## src/hw/rti_pkg.sv

```systemverilog
// rti_pkg: shared constants and types of the response error injector
// assumes a 50 MHz ref_clk and a word-wide AHB-Lite register port
// How it works
// - status sync swapped for configured pattern
// - selected data word uses configured sync
// - parity bit inverted on selected word
// - one chosen bit held high or low
// - idle gap inserted after selected word
// - one extra data word sent
// - one data word fewer sent
// - one to three extra bits appended
// - selected word shortened by 1-3 bits
// - response goes out on other bus
// - mid-bit crossing moved early, four steps
// - mid-bit crossing moved late, four steps
// - one fault type per subaddress entry
// - busy or message error: status only
// - next status shared by all subaddresses
// - per-subaddress mask ORed into status
// - busy and message error at fixed positions
// - end-of-transfer pulse when enabled
// - transfer-error pulse when enabled
// - last status kept, broadcast flag set
`default_nettype none
package rti_pkg;
   // ******************************
   // timing
   // ******************************
   localparam int CLK_MHZ = 50;
   localparam int BIT_NS = 1000;
   localparam int BIT_CYC = BIT_NS * CLK_MHZ / 1000;
   localparam logic [5:0] BIT_LAST = 6'(BIT_CYC - 1);
   localparam logic [5:0] HALF_CYC = 6'(BIT_CYC / 2);
   localparam int RESP_NS = 6000;
   localparam logic [15:0] RESP_LD = 16'(RESP_NS * CLK_MHZ / 1000 - 1);
   localparam int ZC_STEP_NS = 40;
   localparam logic [5:0] ZC_STEP = 6'((ZC_STEP_NS * CLK_MHZ + 999) / 1000);
   // ******************************
   // word layout
   // ******************************
   localparam logic [5:0] SYNC_CMD = 6'h38;
   localparam logic [5:0] SYNC_DATA = 6'h07;
   localparam logic [4:0] SYNC_SLOTS = 5'h03;
   localparam logic [4:0] WORD_SLOTS = 5'h14;
   localparam logic [15:0] ST_BUSY = 16'h0008;
   localparam logic [15:0] ST_MERR = 16'h0800;
   localparam logic [15:0] ST_BCAST = 16'h0010;
   localparam logic [15:0] NEXT_RST = 16'h0000;
   // ******************************
   // register map
   // ******************************
   localparam logic [7:0] A_SEL = 8'h00;
   localparam logic [7:0] A_FAULT = 8'h04;
   localparam logic [7:0] A_SACTL = 8'h08;
   localparam logic [7:0] A_NEXT = 8'h0C;
   localparam logic [7:0] A_LAST = 8'h10;
   localparam logic [7:0] A_STAT = 8'h14;
   typedef enum logic [3:0] {
      FLT_NONE, FLT_STAT_SYNC, FLT_DATA_SYNC, FLT_PARITY, FLT_STUCK_HI,
      FLT_STUCK_LO, FLT_GAP, FLT_WC_HIGH, FLT_WC_LOW, FLT_BC_HIGH,
      FLT_BC_LOW, FLT_ALT_BUS, FLT_ZC_LOW, FLT_ZC_HIGH
   } rti_fault_type_t;
   typedef struct packed {
      logic [6:0] gap;
      logic [5:0] wpos;
      logic [4:0] bpos;
      logic [1:0] dev;
      logic [1:0] fault_bit_count;
      logic [5:0] sync;
      logic [3:0] ftype;
   } rti_fault_t;
   typedef struct packed {
      logic [12:0] rsvd;
      logic transfer_error_irq_enable;
      logic end_of_transfer_irq_enable;
      logic mask_or;
      logic [15:0] mask;
   } rti_sactl_t;
   typedef struct packed {
      logic valid;
      logic bus;
      logic bcast;
      logic tx;
      logic [4:0] sa;
      logic [4:0] wc;
   } rti_cmd_t;
   typedef struct packed {
      logic a_lvl;
      logic a_en;
      logic b_lvl;
      logic b_en;
   } rti_line_t;
   typedef enum logic [1:0] {RT_IDLE, RT_WAIT, RT_SEND, RT_GAP} rti_state_t;
endpackage
`default_nettype wire

```

## src/hw/rti_injector.sv

```systemverilog
// rti_injector: remote terminal response transmitter with fault
// injection and its AHB-Lite register slave
// assumes cmd comes from receive logic on ref_clk and data_word
// answers data_index combinationally in the same cycle
`default_nettype none
module rti_injector
(
   input wire logic ref_clk, // core clock
   input wire logic nrst, // async reset, low
   input wire logic hsel, // slave select
   input wire logic [31:0] haddr, // byte address
   input wire logic [1:0] htrans, // transfer type
   input wire logic hwrite, // write strobe
   input wire logic [2:0] hsize, // word only
   input wire logic [31:0] hwdata, // write data
   input wire logic hready, // bus ready
   output logic hreadyout, // slave ready
   output logic hresp, // always okay
   output logic [31:0] hrdata, // read data
   input wire rti_pkg::rti_cmd_t cmd, // decoded command
   input wire logic [15:0] data_word, // buffer word
   output logic [5:0] data_index, // buffer index
   output rti_pkg::rti_line_t line, // bus drivers
   output logic eot_irq, // end of transfer
   output logic err_irq, // transfer error
   output logic [4:0] irq_sa, // irq subaddress
   output logic xfer_busy // response active
);
   import rti_pkg::*;

   // ******************************
   // register slave
   // ******************************
   logic acc;
   logic ph_wr;
   logic ph_rd;
   logic rd_done;
   logic [7:0] ph_addr;
   logic [4:0] sa_sel;
   logic [15:0] next_status;
   logic [15:0] last_status;
   logic prev_bcast;
   logic [31:0] rd_mux;
   rti_fault_t flt_mem [32];
   rti_sactl_t sac_mem [32];
   rti_state_t st;

   assign acc = hsel && htrans[1] && hready;
   // reads take one wait state so a write just before is already stored
   assign hreadyout = !(ph_rd && !rd_done);
   assign hresp = 1'b0;
   assign xfer_busy = (st != RT_IDLE);

   always_ff @(posedge ref_clk or negedge nrst)
   begin
      if (!nrst)
      begin
         ph_wr <= 1'b0;
         ph_rd <= 1'b0;
         rd_done <= 1'b0;
         ph_addr <= 8'h00;
      end
      else if (acc)
      begin
         ph_wr <= hwrite && (hsize == 3'h2);
         ph_rd <= !hwrite;
         rd_done <= 1'b0;
         ph_addr <= haddr[7:0];
      end
      else if (hreadyout)
      begin
         ph_wr <= 1'b0;
         ph_rd <= 1'b0;
      end
      else
         rd_done <= 1'b1;
   end

   always_comb
   begin
      case (ph_addr)
         A_SEL: rd_mux = {27'h0000000, sa_sel};
         A_FAULT: rd_mux = flt_mem[sa_sel];
         A_SACTL: rd_mux = sac_mem[sa_sel];
         A_NEXT: rd_mux = {16'h0000, next_status};
         A_LAST: rd_mux = {16'h0000, last_status};
         A_STAT: rd_mux = {24'h000000, xfer_busy, prev_bcast, 1'b0, irq_sa};
         default: rd_mux = 32'h00000000;
      endcase
   end

   always_ff @(posedge ref_clk or negedge nrst)
   begin
      if (!nrst)
         hrdata <= 32'h00000000;
      else if (ph_rd && !rd_done)
         hrdata <= rd_mux;
   end

   always_ff @(posedge ref_clk or negedge nrst)
   begin
      if (!nrst)
         sa_sel <= 5'h00;
      else if (ph_wr && ph_addr == A_SEL)
         sa_sel <= hwdata[4:0];
   end

   // one status seed for every subaddress and mode code
   always_ff @(posedge ref_clk or negedge nrst)
   begin
      if (!nrst)
         next_status <= NEXT_RST;
      else if (ph_wr && ph_addr == A_NEXT)
         next_status <= hwdata[15:0];
   end

   // entries are taken at transfer start, so edits mid-response wait
   always_ff @(posedge ref_clk or negedge nrst)
   begin
      if (!nrst)
      begin
         for (int i = 0; i < 32; i++)
         begin
            flt_mem[i] <= '0;
            sac_mem[i] <= '0;
         end
      end
      else if (ph_wr && ph_addr == A_FAULT)
         flt_mem[sa_sel] <= hwdata;
      else if (ph_wr && ph_addr == A_SACTL)
         sac_mem[sa_sel] <= {13'h0000, hwdata[18:0]};
   end

   // ******************************
   // transfer start
   // ******************************
   rti_fault_t cf;
   rti_sactl_t cs;
   rti_fault_type_t ft;
   rti_fault_type_t nft;
   logic start;
   logic stop;
   logic bus_sel;
   logic [4:0] cur_sa;
   logic [15:0] st_val;
   logic [15:0] status;
   logic [5:0] wc_eff;
   logic [5:0] next_nd;
   logic [5:0] nd;

   assign start = (st == RT_IDLE) && cmd.valid;
   assign nft = rti_fault_type_t'(flt_mem[cmd.sa].ftype);
   assign ft = rti_fault_type_t'(cf.ftype);

   always_comb
   begin
      st_val = next_status | (prev_bcast ? ST_BCAST : 16'h0000);
      if (sac_mem[cmd.sa].mask_or)
         st_val = st_val | sac_mem[cmd.sa].mask;
      stop = |(st_val & (ST_BUSY | ST_MERR));
      wc_eff = (cmd.wc == 5'h00) ? 6'h20 : {1'b0, cmd.wc};
      next_nd = (cmd.tx && !stop) ? wc_eff : 6'h00;
      if (next_nd != 6'h00 && nft == FLT_WC_HIGH)
         next_nd = next_nd + 6'h01;
      else if (next_nd != 6'h00 && nft == FLT_WC_LOW)
         next_nd = next_nd - 6'h01;
   end

   always_ff @(posedge ref_clk or negedge nrst)
   begin
      if (!nrst)
      begin
         cf <= '0;
         cs <= '0;
         status <= 16'h0000;
         nd <= 6'h00;
         bus_sel <= 1'b0;
         cur_sa <= 5'h00;
      end
      else if (start)
      begin
         cf <= flt_mem[cmd.sa];
         cs <= sac_mem[cmd.sa];
         status <= st_val;
         nd <= next_nd;
         bus_sel <= cmd.bus ^ (nft == FLT_ALT_BUS);
         cur_sa <= cmd.sa;
      end
   end

   // ******************************
   // word sequencing
   // ******************************
   logic [15:0] cnt;
   logic [5:0] widx;
   logic [5:0] ld_idx;
   logic [5:0] cyc;
   logic [4:0] slot;
   logic [4:0] wlen;
   logic [4:0] ld_len;
   logic [19:0] wsh;
   logic [5:0] wsync;
   logic [5:0] ld_sync;
   logic [15:0] ld_bits;
   logic ld_par;
   logic ld_sel;
   logic wsel;
   logic wend;
   logic gap_go;
   logic gap_end;
   logic wait_end;
   logic adv;
   logic last;
   logic do_load;
   logic do_fin;

   assign wait_end = (st == RT_WAIT) && (cnt == 16'h0000);
   assign gap_end = (st == RT_GAP) && (cnt == 16'h0000);
   assign wend = (st == RT_SEND) && (cyc == BIT_LAST) && (slot == wlen - 5'h01);
   assign gap_go = wsel && (ft == FLT_GAP) && (cf.gap != 7'h00);
   assign last = (widx == nd);
   assign adv = (wend && !gap_go) || gap_end;
   assign do_load = wait_end || (adv && !last);
   assign do_fin = adv && last;
   assign ld_idx = wait_end ? 6'h00 : widx + 6'h01;

   always_comb
   begin
      ld_sel = (ld_idx == cf.wpos);
      ld_bits = (ld_idx == 6'h00) ? status : data_word;
      ld_sync = (ld_idx == 6'h00) ? SYNC_CMD : SYNC_DATA;
      if (ld_idx == 6'h00 && ft == FLT_STAT_SYNC)
         ld_sync = cf.sync;
      if (ld_idx != 6'h00 && ld_sel && ft == FLT_DATA_SYNC)
         ld_sync = cf.sync;
      ld_par = ~^ld_bits ^ (ld_sel && ft == FLT_PARITY);
      ld_len = WORD_SLOTS;
      if (ld_sel && ft == FLT_BC_HIGH)
         ld_len = WORD_SLOTS + {3'h0, cf.fault_bit_count};
      if (ld_sel && ft == FLT_BC_LOW)
         ld_len = WORD_SLOTS - {3'h0, cf.fault_bit_count};
   end

   always_ff @(posedge ref_clk or negedge nrst)
   begin
      if (!nrst)
         st <= RT_IDLE;
      else
      begin
         unique case (st)
            RT_IDLE:
               if (start && !cmd.bcast)
                  st <= RT_WAIT;
            RT_WAIT:
               if (wait_end)
                  st <= RT_SEND;
            RT_SEND:
               if (wend && gap_go)
                  st <= RT_GAP;
               else if (do_fin)
                  st <= RT_IDLE;
            RT_GAP:
               if (gap_end)
                  st <= last ? RT_IDLE : RT_SEND;
         endcase
      end
   end

   always_ff @(posedge ref_clk or negedge nrst)
   begin
      if (!nrst)
         cnt <= 16'h0000;
      else if (start)
         cnt <= RESP_LD;
      else if (wend && gap_go)
         cnt <= 16'(cf.gap * BIT_CYC) - 16'h0001;
      else if (cnt != 16'h0000 && (st == RT_WAIT || st == RT_GAP))
         cnt <= cnt - 16'h0001;
   end

   // extra bits beyond parity shift out as manchester zeros
   always_ff @(posedge ref_clk or negedge nrst)
   begin
      if (!nrst)
      begin
         widx <= 6'h00;
         cyc <= 6'h00;
         slot <= 5'h00;
         wsh <= 20'h00000;
         wsync <= 6'h00;
         wlen <= WORD_SLOTS;
         wsel <= 1'b0;
         data_index <= 6'h00;
      end
      else if (do_load)
      begin
         widx <= ld_idx;
         cyc <= 6'h00;
         slot <= 5'h00;
         wsh <= {ld_bits, ld_par, 3'h0};
         wsync <= ld_sync;
         wlen <= ld_len;
         wsel <= ld_sel;
         data_index <= ld_idx;
      end
      else if (st == RT_SEND)
      begin
         if (cyc == BIT_LAST)
         begin
            cyc <= 6'h00;
            slot <= slot + 5'h01;
            if (slot < SYNC_SLOTS)
               wsync <= {wsync[3:0], 2'h0};
            else
               wsh <= {wsh[18:0], 1'b0};
         end
         else
            cyc <= cyc + 6'h01;
      end
   end

   // ******************************
   // line encoder
   // ******************************
   logic hit;
   logic lvl;
   logic tx_on;
   logic [1:0] pair;
   logic [5:0] mid;
   logic [5:0] dev_c;

   always_comb
   begin
      hit = wsel && (slot == cf.bpos);
      dev_c = ({4'h0, cf.dev} + 6'h01) * ZC_STEP;
      mid = HALF_CYC;
      if (hit && ft == FLT_ZC_LOW)
         mid = HALF_CYC - dev_c;
      if (hit && ft == FLT_ZC_HIGH)
         mid = HALF_CYC + dev_c;
      pair = (slot < SYNC_SLOTS) ? wsync[5:4] : {wsh[19], !wsh[19]};
      lvl = (cyc < mid) ? pair[1] : pair[0];
      if (hit && ft == FLT_STUCK_HI)
         lvl = 1'b1;
      if (hit && ft == FLT_STUCK_LO)
         lvl = 1'b0;
   end

   assign tx_on = (st == RT_SEND);

   // the idle bus sits low with its driver off, also through a gap
   always_ff @(posedge ref_clk or negedge nrst)
   begin
      if (!nrst)
         line <= '0;
      else
      begin
         line.a_en <= tx_on && !bus_sel;
         line.a_lvl <= tx_on && !bus_sel && lvl;
         line.b_en <= tx_on && bus_sel;
         line.b_lvl <= tx_on && bus_sel && lvl;
      end
   end

   // ******************************
   // completion and events
   // ******************************
   always_ff @(posedge ref_clk or negedge nrst)
   begin
      if (!nrst)
      begin
         eot_irq <= 1'b0;
         err_irq <= 1'b0;
         irq_sa <= 5'h00;
      end
      else
      begin
         eot_irq <= (do_fin && cs.end_of_transfer_irq_enable) ||
            (start && cmd.bcast && sac_mem[cmd.sa].end_of_transfer_irq_enable);
         err_irq <= do_fin && cs.transfer_error_irq_enable && (ft != FLT_NONE);
         if (do_fin)
            irq_sa <= cur_sa;
         else if (start && cmd.bcast)
            irq_sa <= cmd.sa;
      end
   end

   // broadcasts get no reply; the flag rides on the next status word
   always_ff @(posedge ref_clk or negedge nrst)
   begin
      if (!nrst)
      begin
         prev_bcast <= 1'b0;
         last_status <= 16'h0000;
      end
      else if (start && cmd.bcast)
         prev_bcast <= 1'b1;
      else if (do_fin)
      begin
         prev_bcast <= 1'b0;
         last_status <= status;
      end
   end

   // ******************************
   // checks
   // ******************************
   logic lvl_out;
   assign lvl_out = line.a_lvl | line.b_lvl;
endmodule
`default_nettype wire

```

## config.mk

```make
export PLATFORM = sky130hd
export DESIGN_NAME = rti_injector
export DESIGN_NICKNAME = d
export VERILOG_FILES = /design/src/hw/rti_pkg.sv /design/src/hw/rti_injector.sv
export SDC_FILE = /design/constraint.sdc
export NUM_CORES = 2
export LEC_CHECK = 0
export BUFFER_PORTS_ARGS = -buffer_cell sky130_fd_sc_hd__buf_2
export CORE_MARGIN = 2
export CORE_UTILIZATION = 45
export DETAILED_ROUTE_END_ITERATION = 8
export SYNTH_ARGS = -nofsm -noshare
export SYNTH_HDL_FRONTEND = slang
export SYNTH_SLANG_ARGS = --single-unit
```

## constraint.sdc

```tcl
create_clock -name ref_clk -period 9.35 [get_ports ref_clk]
set_input_delay 0.935 -clock ref_clk [delete_from_list [all_inputs] [get_ports ref_clk]]
set_output_delay 0.935 -clock ref_clk [all_outputs]
set_load 0.02 [all_outputs]
```

# [Yosys cells after proc, flatten, opt, wreduce, memory -nomap -nowiden]
# Cells that the tools add are included.
[totals] ff_bits=2269 in_bits=104 output_inout_bits=52 word_cells=634
[op_classes] n_addsub=13 mul=1 order_cmp=5 eq_ne=33 mux=69 n_bitwise=8 n_reduce_logical=83
[op_table] operator="1024-bit bitwise mux" count=2
[op_table] operator="32-bit binary-select mux with 5-bit select" count=4
[op_table] operator="32-bit two-way mux" count=7
[op_table] operator="32-bit case mux with 6 select lines" count=1
[op_table] operator="32-bit demux with 5-bit select" count=1
[op_table] operator="6-bit two-way mux" count=17
[op_table] operator="16-bit two-way mux" count=5
[op_table] operator="20-bit two-way mux" count=4
[op_table] operator="1-bit logical AND" count=45
[op_table] operator="5-bit two-way mux" count=8
[op_table] operator="19-bit two-way mux" count=2
[op_table] operator="4-bit equality test (second input constant)" count=6
[op_table] operator="6-bit by 1-bit adder with 6-bit output (second input constant)" count=3
[op_table] operator="4-bit by 3-bit equality test with 1-bit output (second input constant)" count=4
[op_table] operator="8-bit by 4-bit equality test with 1-bit output (second input constant)" count=2
[op_table] operator="8-bit by 5-bit equality test with 1-bit output (second input constant)" count=2
[op_table] operator="16-bit logical NOT" count=1
[op_table] operator="16-bit bitwise OR" count=1
[op_table] operator="16-bit by 5-bit bitwise OR with 16-bit output" count=1
[op_table] operator="16-bit nonzero test" count=1
[op_table] operator="16-bit XNOR reduction" count=1
[op_table] operator="16-bit by 1-bit subtractor with 16-bit output (second input constant)" count=1
[op_table] operator="2-bit two-way mux" count=7
[op_table] operator="13-bit by 1-bit subtractor with 14-bit output (second input constant)" count=1
[op_table] operator="other kinds (45)" count=85

# [Longest topological paths before layout]
[depth] depth_word=14 depth_mapped=17

# [Worst setup path before layout]
# No wires, ideal clock.
[synth_timing] kind="input-to-reg" start="input cmd[5] (netlist name)" end="register nd[4]" setup_ps=136 t_arrival_ps=3886 t_required_ps=9214 path_slack_ps=5329 path_stages=15 path_buffers=3 path_cell_list="buf_6 > buf_6 > mux4_2 > mux4_2 > mux2_2 > o211ai_2 > and2_1 > buf_2 > nand2_1 > ha_1 > inv_1 > a31oi_1 > a211oi_2 > o2111a_1 > nor3_1"
[synth_via] elab_chain_len=14 word_cells_on_any_way=22 cone_classes="add/sub: 2; eq/ne: 2; mux: 10; bitwise: 2; reduce/logical: 6"
[synth_rtl] element="from (decl)" line_no="rti_injector.sv:20" source="input wire rti_pkg::rti_cmd_t cmd,"
[synth_rtl] element="5-bit NOT with 6-bit output (not written as such) *" line_no="rti_injector.sv:152, rti_injector.sv:158, rti_injector.sv:159"
[synth_rtl] element="branches (longest 12 deep; another with 6-bit by 1-bit subtractor with 6-bit output)"
[synth_rtl] element="6-bit two-way mux *" line_no="rti_injector.sv:163" source="if (next_nd != 6'h00 && nft == FLT_WC_HIGH)"
[synth_rtl] element="to (signal assigned)" line_no="rti_injector.sv:185" source="nd <= next_nd;"
[synth_rtl] element="to (decl)" line_no="rti_injector.sv:149" source="logic [5:0] nd;"
# Mark *: on every way between the ends. The select of a mux whose other input is x is not followed.
# A chain may end at the register's enable or synchronous reset.

# [Worst setup path after layout]
[layout_timing] start="register ph_addr[5]" end="register sac_mem[832] (netlist name)"
[layout_via] elab_chain_len=4 word_cells_on_any_way=6 cone_classes="eq/ne: 2; bitwise: 1; reduce/logical: 3"
[layout_rtl] element="from (decl)" line_no="rti_injector.sv:38" source="logic [7:0] ph_addr;"
[layout_rtl] element="from (signal assigned)" line_no="rti_injector.sv:68" source="ph_addr <= haddr[7:0];"
[layout_rtl] element="8-bit by 3-bit equality test with 1-bit output" line_no="rti_injector.sv:128" source="else if (ph_wr && ph_addr == A_FAULT)"
[layout_rtl] element="1-bit logical AND" line_no="rti_injector.sv:128"
[layout_rtl] element="1-bit NOT (no line)"
[layout_rtl] element="2-bit AND reduction (no line) *"
[layout_rtl] element="to (signal, indexed assignment)" line_no="rti_injector.sv:131" source="sac_mem[sa_sel] <= {13'h0000, hwdata[18:0]};"
[layout_rtl] element="to (decl)" line_no="rti_injector.sv:45" source="rti_sactl_t sac_mem [32];"
# Every way passes the cells marked *; elsewhere a longest branch is shown, timed or not.

==> flow_summary_export.csv <==
group,metric,value,unit
critical_path,arrival,6.09,ns
worst_hold_path,hp-class,"in2async",
global_route,antenna_found_initial,12,
floorplanning,start_util,0.453,
logic_synthesis,netlist_area,97100,um2
critical_path,path_class,"reg2reg",
placed_design,place_ws,3.61,ns
timing,relSlewSlack,0.150,
critical_path,critPathRequiredTime,10.09,ns
timing,max_freq,187,MHz
critical_path,path_delay_family,"simple AND/OR/NAND/NOR gates",
logic_synthesis,ys_seq_elements,1848,
critical_path,cpMaxStageDelayCell,"nor3b_2",
timing,clock_skew,0.0394,ns
timing,tightest_slew,1.28,ns
final_layout,layout_commonest_cell,"dfrtp_1",
cts,htreeDepth,4,
floorplanning,die_w,469,um
power,p_per_area,173,nW/um2
critical_path,crit_fanout,11,
cts,cts_resized,0,
critical_path,crit_chain,"nor3_1, nand2_1, nor3b_2, and3_1, nor3b_2, nand2_1, buf_4, mux2_2",
placed_design,hpwl,178,mm
final_layout,final_area,107000,um2
logic_synthesis,synth-main-ff-cell,"dfrtp_1",
final_layout,finalCoreUtilization,0.499,
placed_design,io_buffers,129,
critical_path,path_buf_inv,1,
floorplanning,num_rows,170,
final_layout,fillCellCount,18000,
global_route,grt_pass1_vias,62200,
status,status,"completed",
timing,drv_slew,0,
cts,path_clk_slew,0.06,ns
timing,finalCritPeriodShare,0.573,
run,cap_violations,0,
floorplanning,core,215000,um2
critical_path,endpoint_kind,"flip-flop",
detailed_routing,drt_wl_total,312,mm
final_layout,nNetsFinal,6386,
logic_synthesis,synth_edf_count,0,
floorplanning,die_h,469,um
timing,rsz0062_at_grt,"no",
detailed_routing,dr.pass1.iters,8,
cts,cts.sinks,1848,
cts,postCtsHoldBufs,0,
cts,clockBufferDepth,3,
detailed_routing,drtIter0Drc,5570,
critical_path,cpPeakStageDelay,0.94,ns
placed_design,place.gp.congestion,0.842,
detailed_routing,viasPerCell,6.59,
power,power.leakage,0.0436,uW
global_route,grt_max_degree,165,
timing,tns,0,ns
logic_synthesis,syn_nets,6533,
floorplanning,die_area,220000,um2
final_layout,mostFrequentLayoutCells,"1844 x dfrtp_1, 1690 x mux2_2, 914 x mux4_2",
detailed_routing,vias,60900,
logic_synthesis,yosysUniqueCellTypes,86,
cts,numCtsBuffers,200,
cts,post_cts_buffers,0,
detailed_routing,ant_nets,0,
timing,hold_viol,0,
global_route,track_usage,0.286,
cts,cts_root_buf,"clkbuf_16",
placed_design,dpl_cell_area,101000,um2
logic_synthesis,async_reset_ff_frac,1.00,
detailed_routing,drc,0,
logic_synthesis,synth_warnings,0,
logic_synthesis,netlist_instances,6378,
logic_synthesis,synth.avg_cell_area,15.2,um2
global_route,grt-ovfl-total,0,
timing,setup_slack,4.00,ns
global_route,grt_pass1_wl,452,mm
logic_synthesis,seq_area_frac_synth,0.476,
cts,insertion_delay,0.87,ns
floorplanning,ioPinCount,156,
detailed_routing,wl_per_cell,33.8,um
power,vdd_ir_drop_max,211,uV
timing,whs,0.0623,ns
timing,finalCriticalPeriod,5.35,ns
cts,cts_tree,"done",
final_layout,drive_gt1_frac,0.513,
critical_path,startpoint_type,"flip-flop",
final_layout,area_delta_synth_final,10.3,%
timing,finalSetupViolations,0,
-- final timing paths --
kind | slack, ns | from | cells past startpoint | end
max in group asynchronous | 6.98 | nrst | 3 | flt_mem[911]$_DFFE_PN0P_
max reg2reg | 4.00 | ph_addr[5]$_DFFE_PN0P_ | 8 | sac_mem[832]$_DFFE_PN0P_
min in group ref_clk | 0.26 | hwrite | 2 | ph_rd$_DFFE_PN0P_
min reg2reg | 0.47 | hrdata[18]$_DFFE_PN0P_ | 2 | hrdata[18]$_DFFE_PN0P_
min | 0.06 | nrst | 1 | ph_addr[5]$_DFFE_PN0P_
max | 4.00 | ph_addr[5]$_DFFE_PN0P_ | 8 | sac_mem[832]$_DFFE_PN0P_
-- layout make-up --
class / instances / area [um2] / area share
Multi-Input combinational cell: 3866 / 48600 / 0.453
Sequential cell: 1848 / 46300 / 0.432
Clock inverter: 50 / 561 / 0.00523
Tap cell: 2838 / 3550 / 0.0331
Timing Repair Buffer: 284 / 2030 / 0.0189
Inverter: 31 / 116 / 0.00109
Clock buffer: 313 / 6050 / 0.0565
Antenna cell: 4 / 10.0 / 0.0000934
-- layer usage --
metal,share of wire,track usage,up-vias
li1,-,-,24500
met1,0.42,0.398,33500
met2,0.46,0.438,2288
met3,0.084,0.0712,558
met4,0.036,0.0987,14
met5,0.00027,0,-
-- cell usage after synthesis (9+ instances only) --
master,count,area (um2)
nor4_1,15,93.8
inv_1,31,116
a22o_1,20,175
a221oi_1,10,87.6
mux2i_1,69,691
o21ai_0,52,260
nand2_1,228,856
mux4_2,914,20600
o21ai_1,52,260
buf_1,126,473
clkbuf_1,374,1400
nand4_1,41,257
nor3_1,28,140
a211oi_1,19,143
a21oi_1,59,295
and2_1,12,75.1
xor2_1,35,307
a22oi_1,178,1340
o211ai_1,9,67.6
nor2_1,89,334
and3_1,15,93.8
a21o_1,23,173
ha_1,49,613
buf_4,9,67.6
nand2b_1,16,100
nand3_1,16,80.1
buf_2,117,586
xnor2_1,55,482
mux2_2,1690,19000
dfrtp_1,1847,46200
a32o_1,13,130
-- stage by stage --
step                power (uW)  instances
finish                   18500       9234
global placement         10500       8867
detailed placement       10600       8867
floorplan                 9930       6378
global route             19100       9232
CTS                      18600       9230
-- registers in the layout (all words and copies together) (netlist names), 8 cells and up --
register     flops
next_status     16
wsh             17
status          16
sac_mem        608
last_status     16
flt_mem       1024
cf              28
cnt             16
hrdata          32
ph_addr          8
-- worst register-to-register path: stages (launching register included) --
cell	delay, ns
dfrtp_1	0.37
nor3_1	0.77
nand2_1	0.51
nor3b_2	0.95
and3_1	0.31
nor3b_2	0.75
nand2_1	0.77
buf_4	0.50
mux2_2	0.32
-- kinds of logic after synthesis --
logic type / Yosys count / synth area share
muxes: 2688 / 0.417
DFF: 1848 / 0.476
buffers and inverters: 664 / 0.0282
AOI/OAI and AO/OA: 521 / 0.0377
and+or+nand+nor: 514 / 0.0257
xor gates and xnor gates: 91 / 0.00836
adders and majority gates: 51 / 0.00672
other: 1 / 0.0000386
-- where the power goes --
group | internal, uW | switching [uW]
clock network | 4690 | 3360
registers | 8350 | 253
logic | 933 | 914
Note: power is estimated with default switching activity, not from simulation.
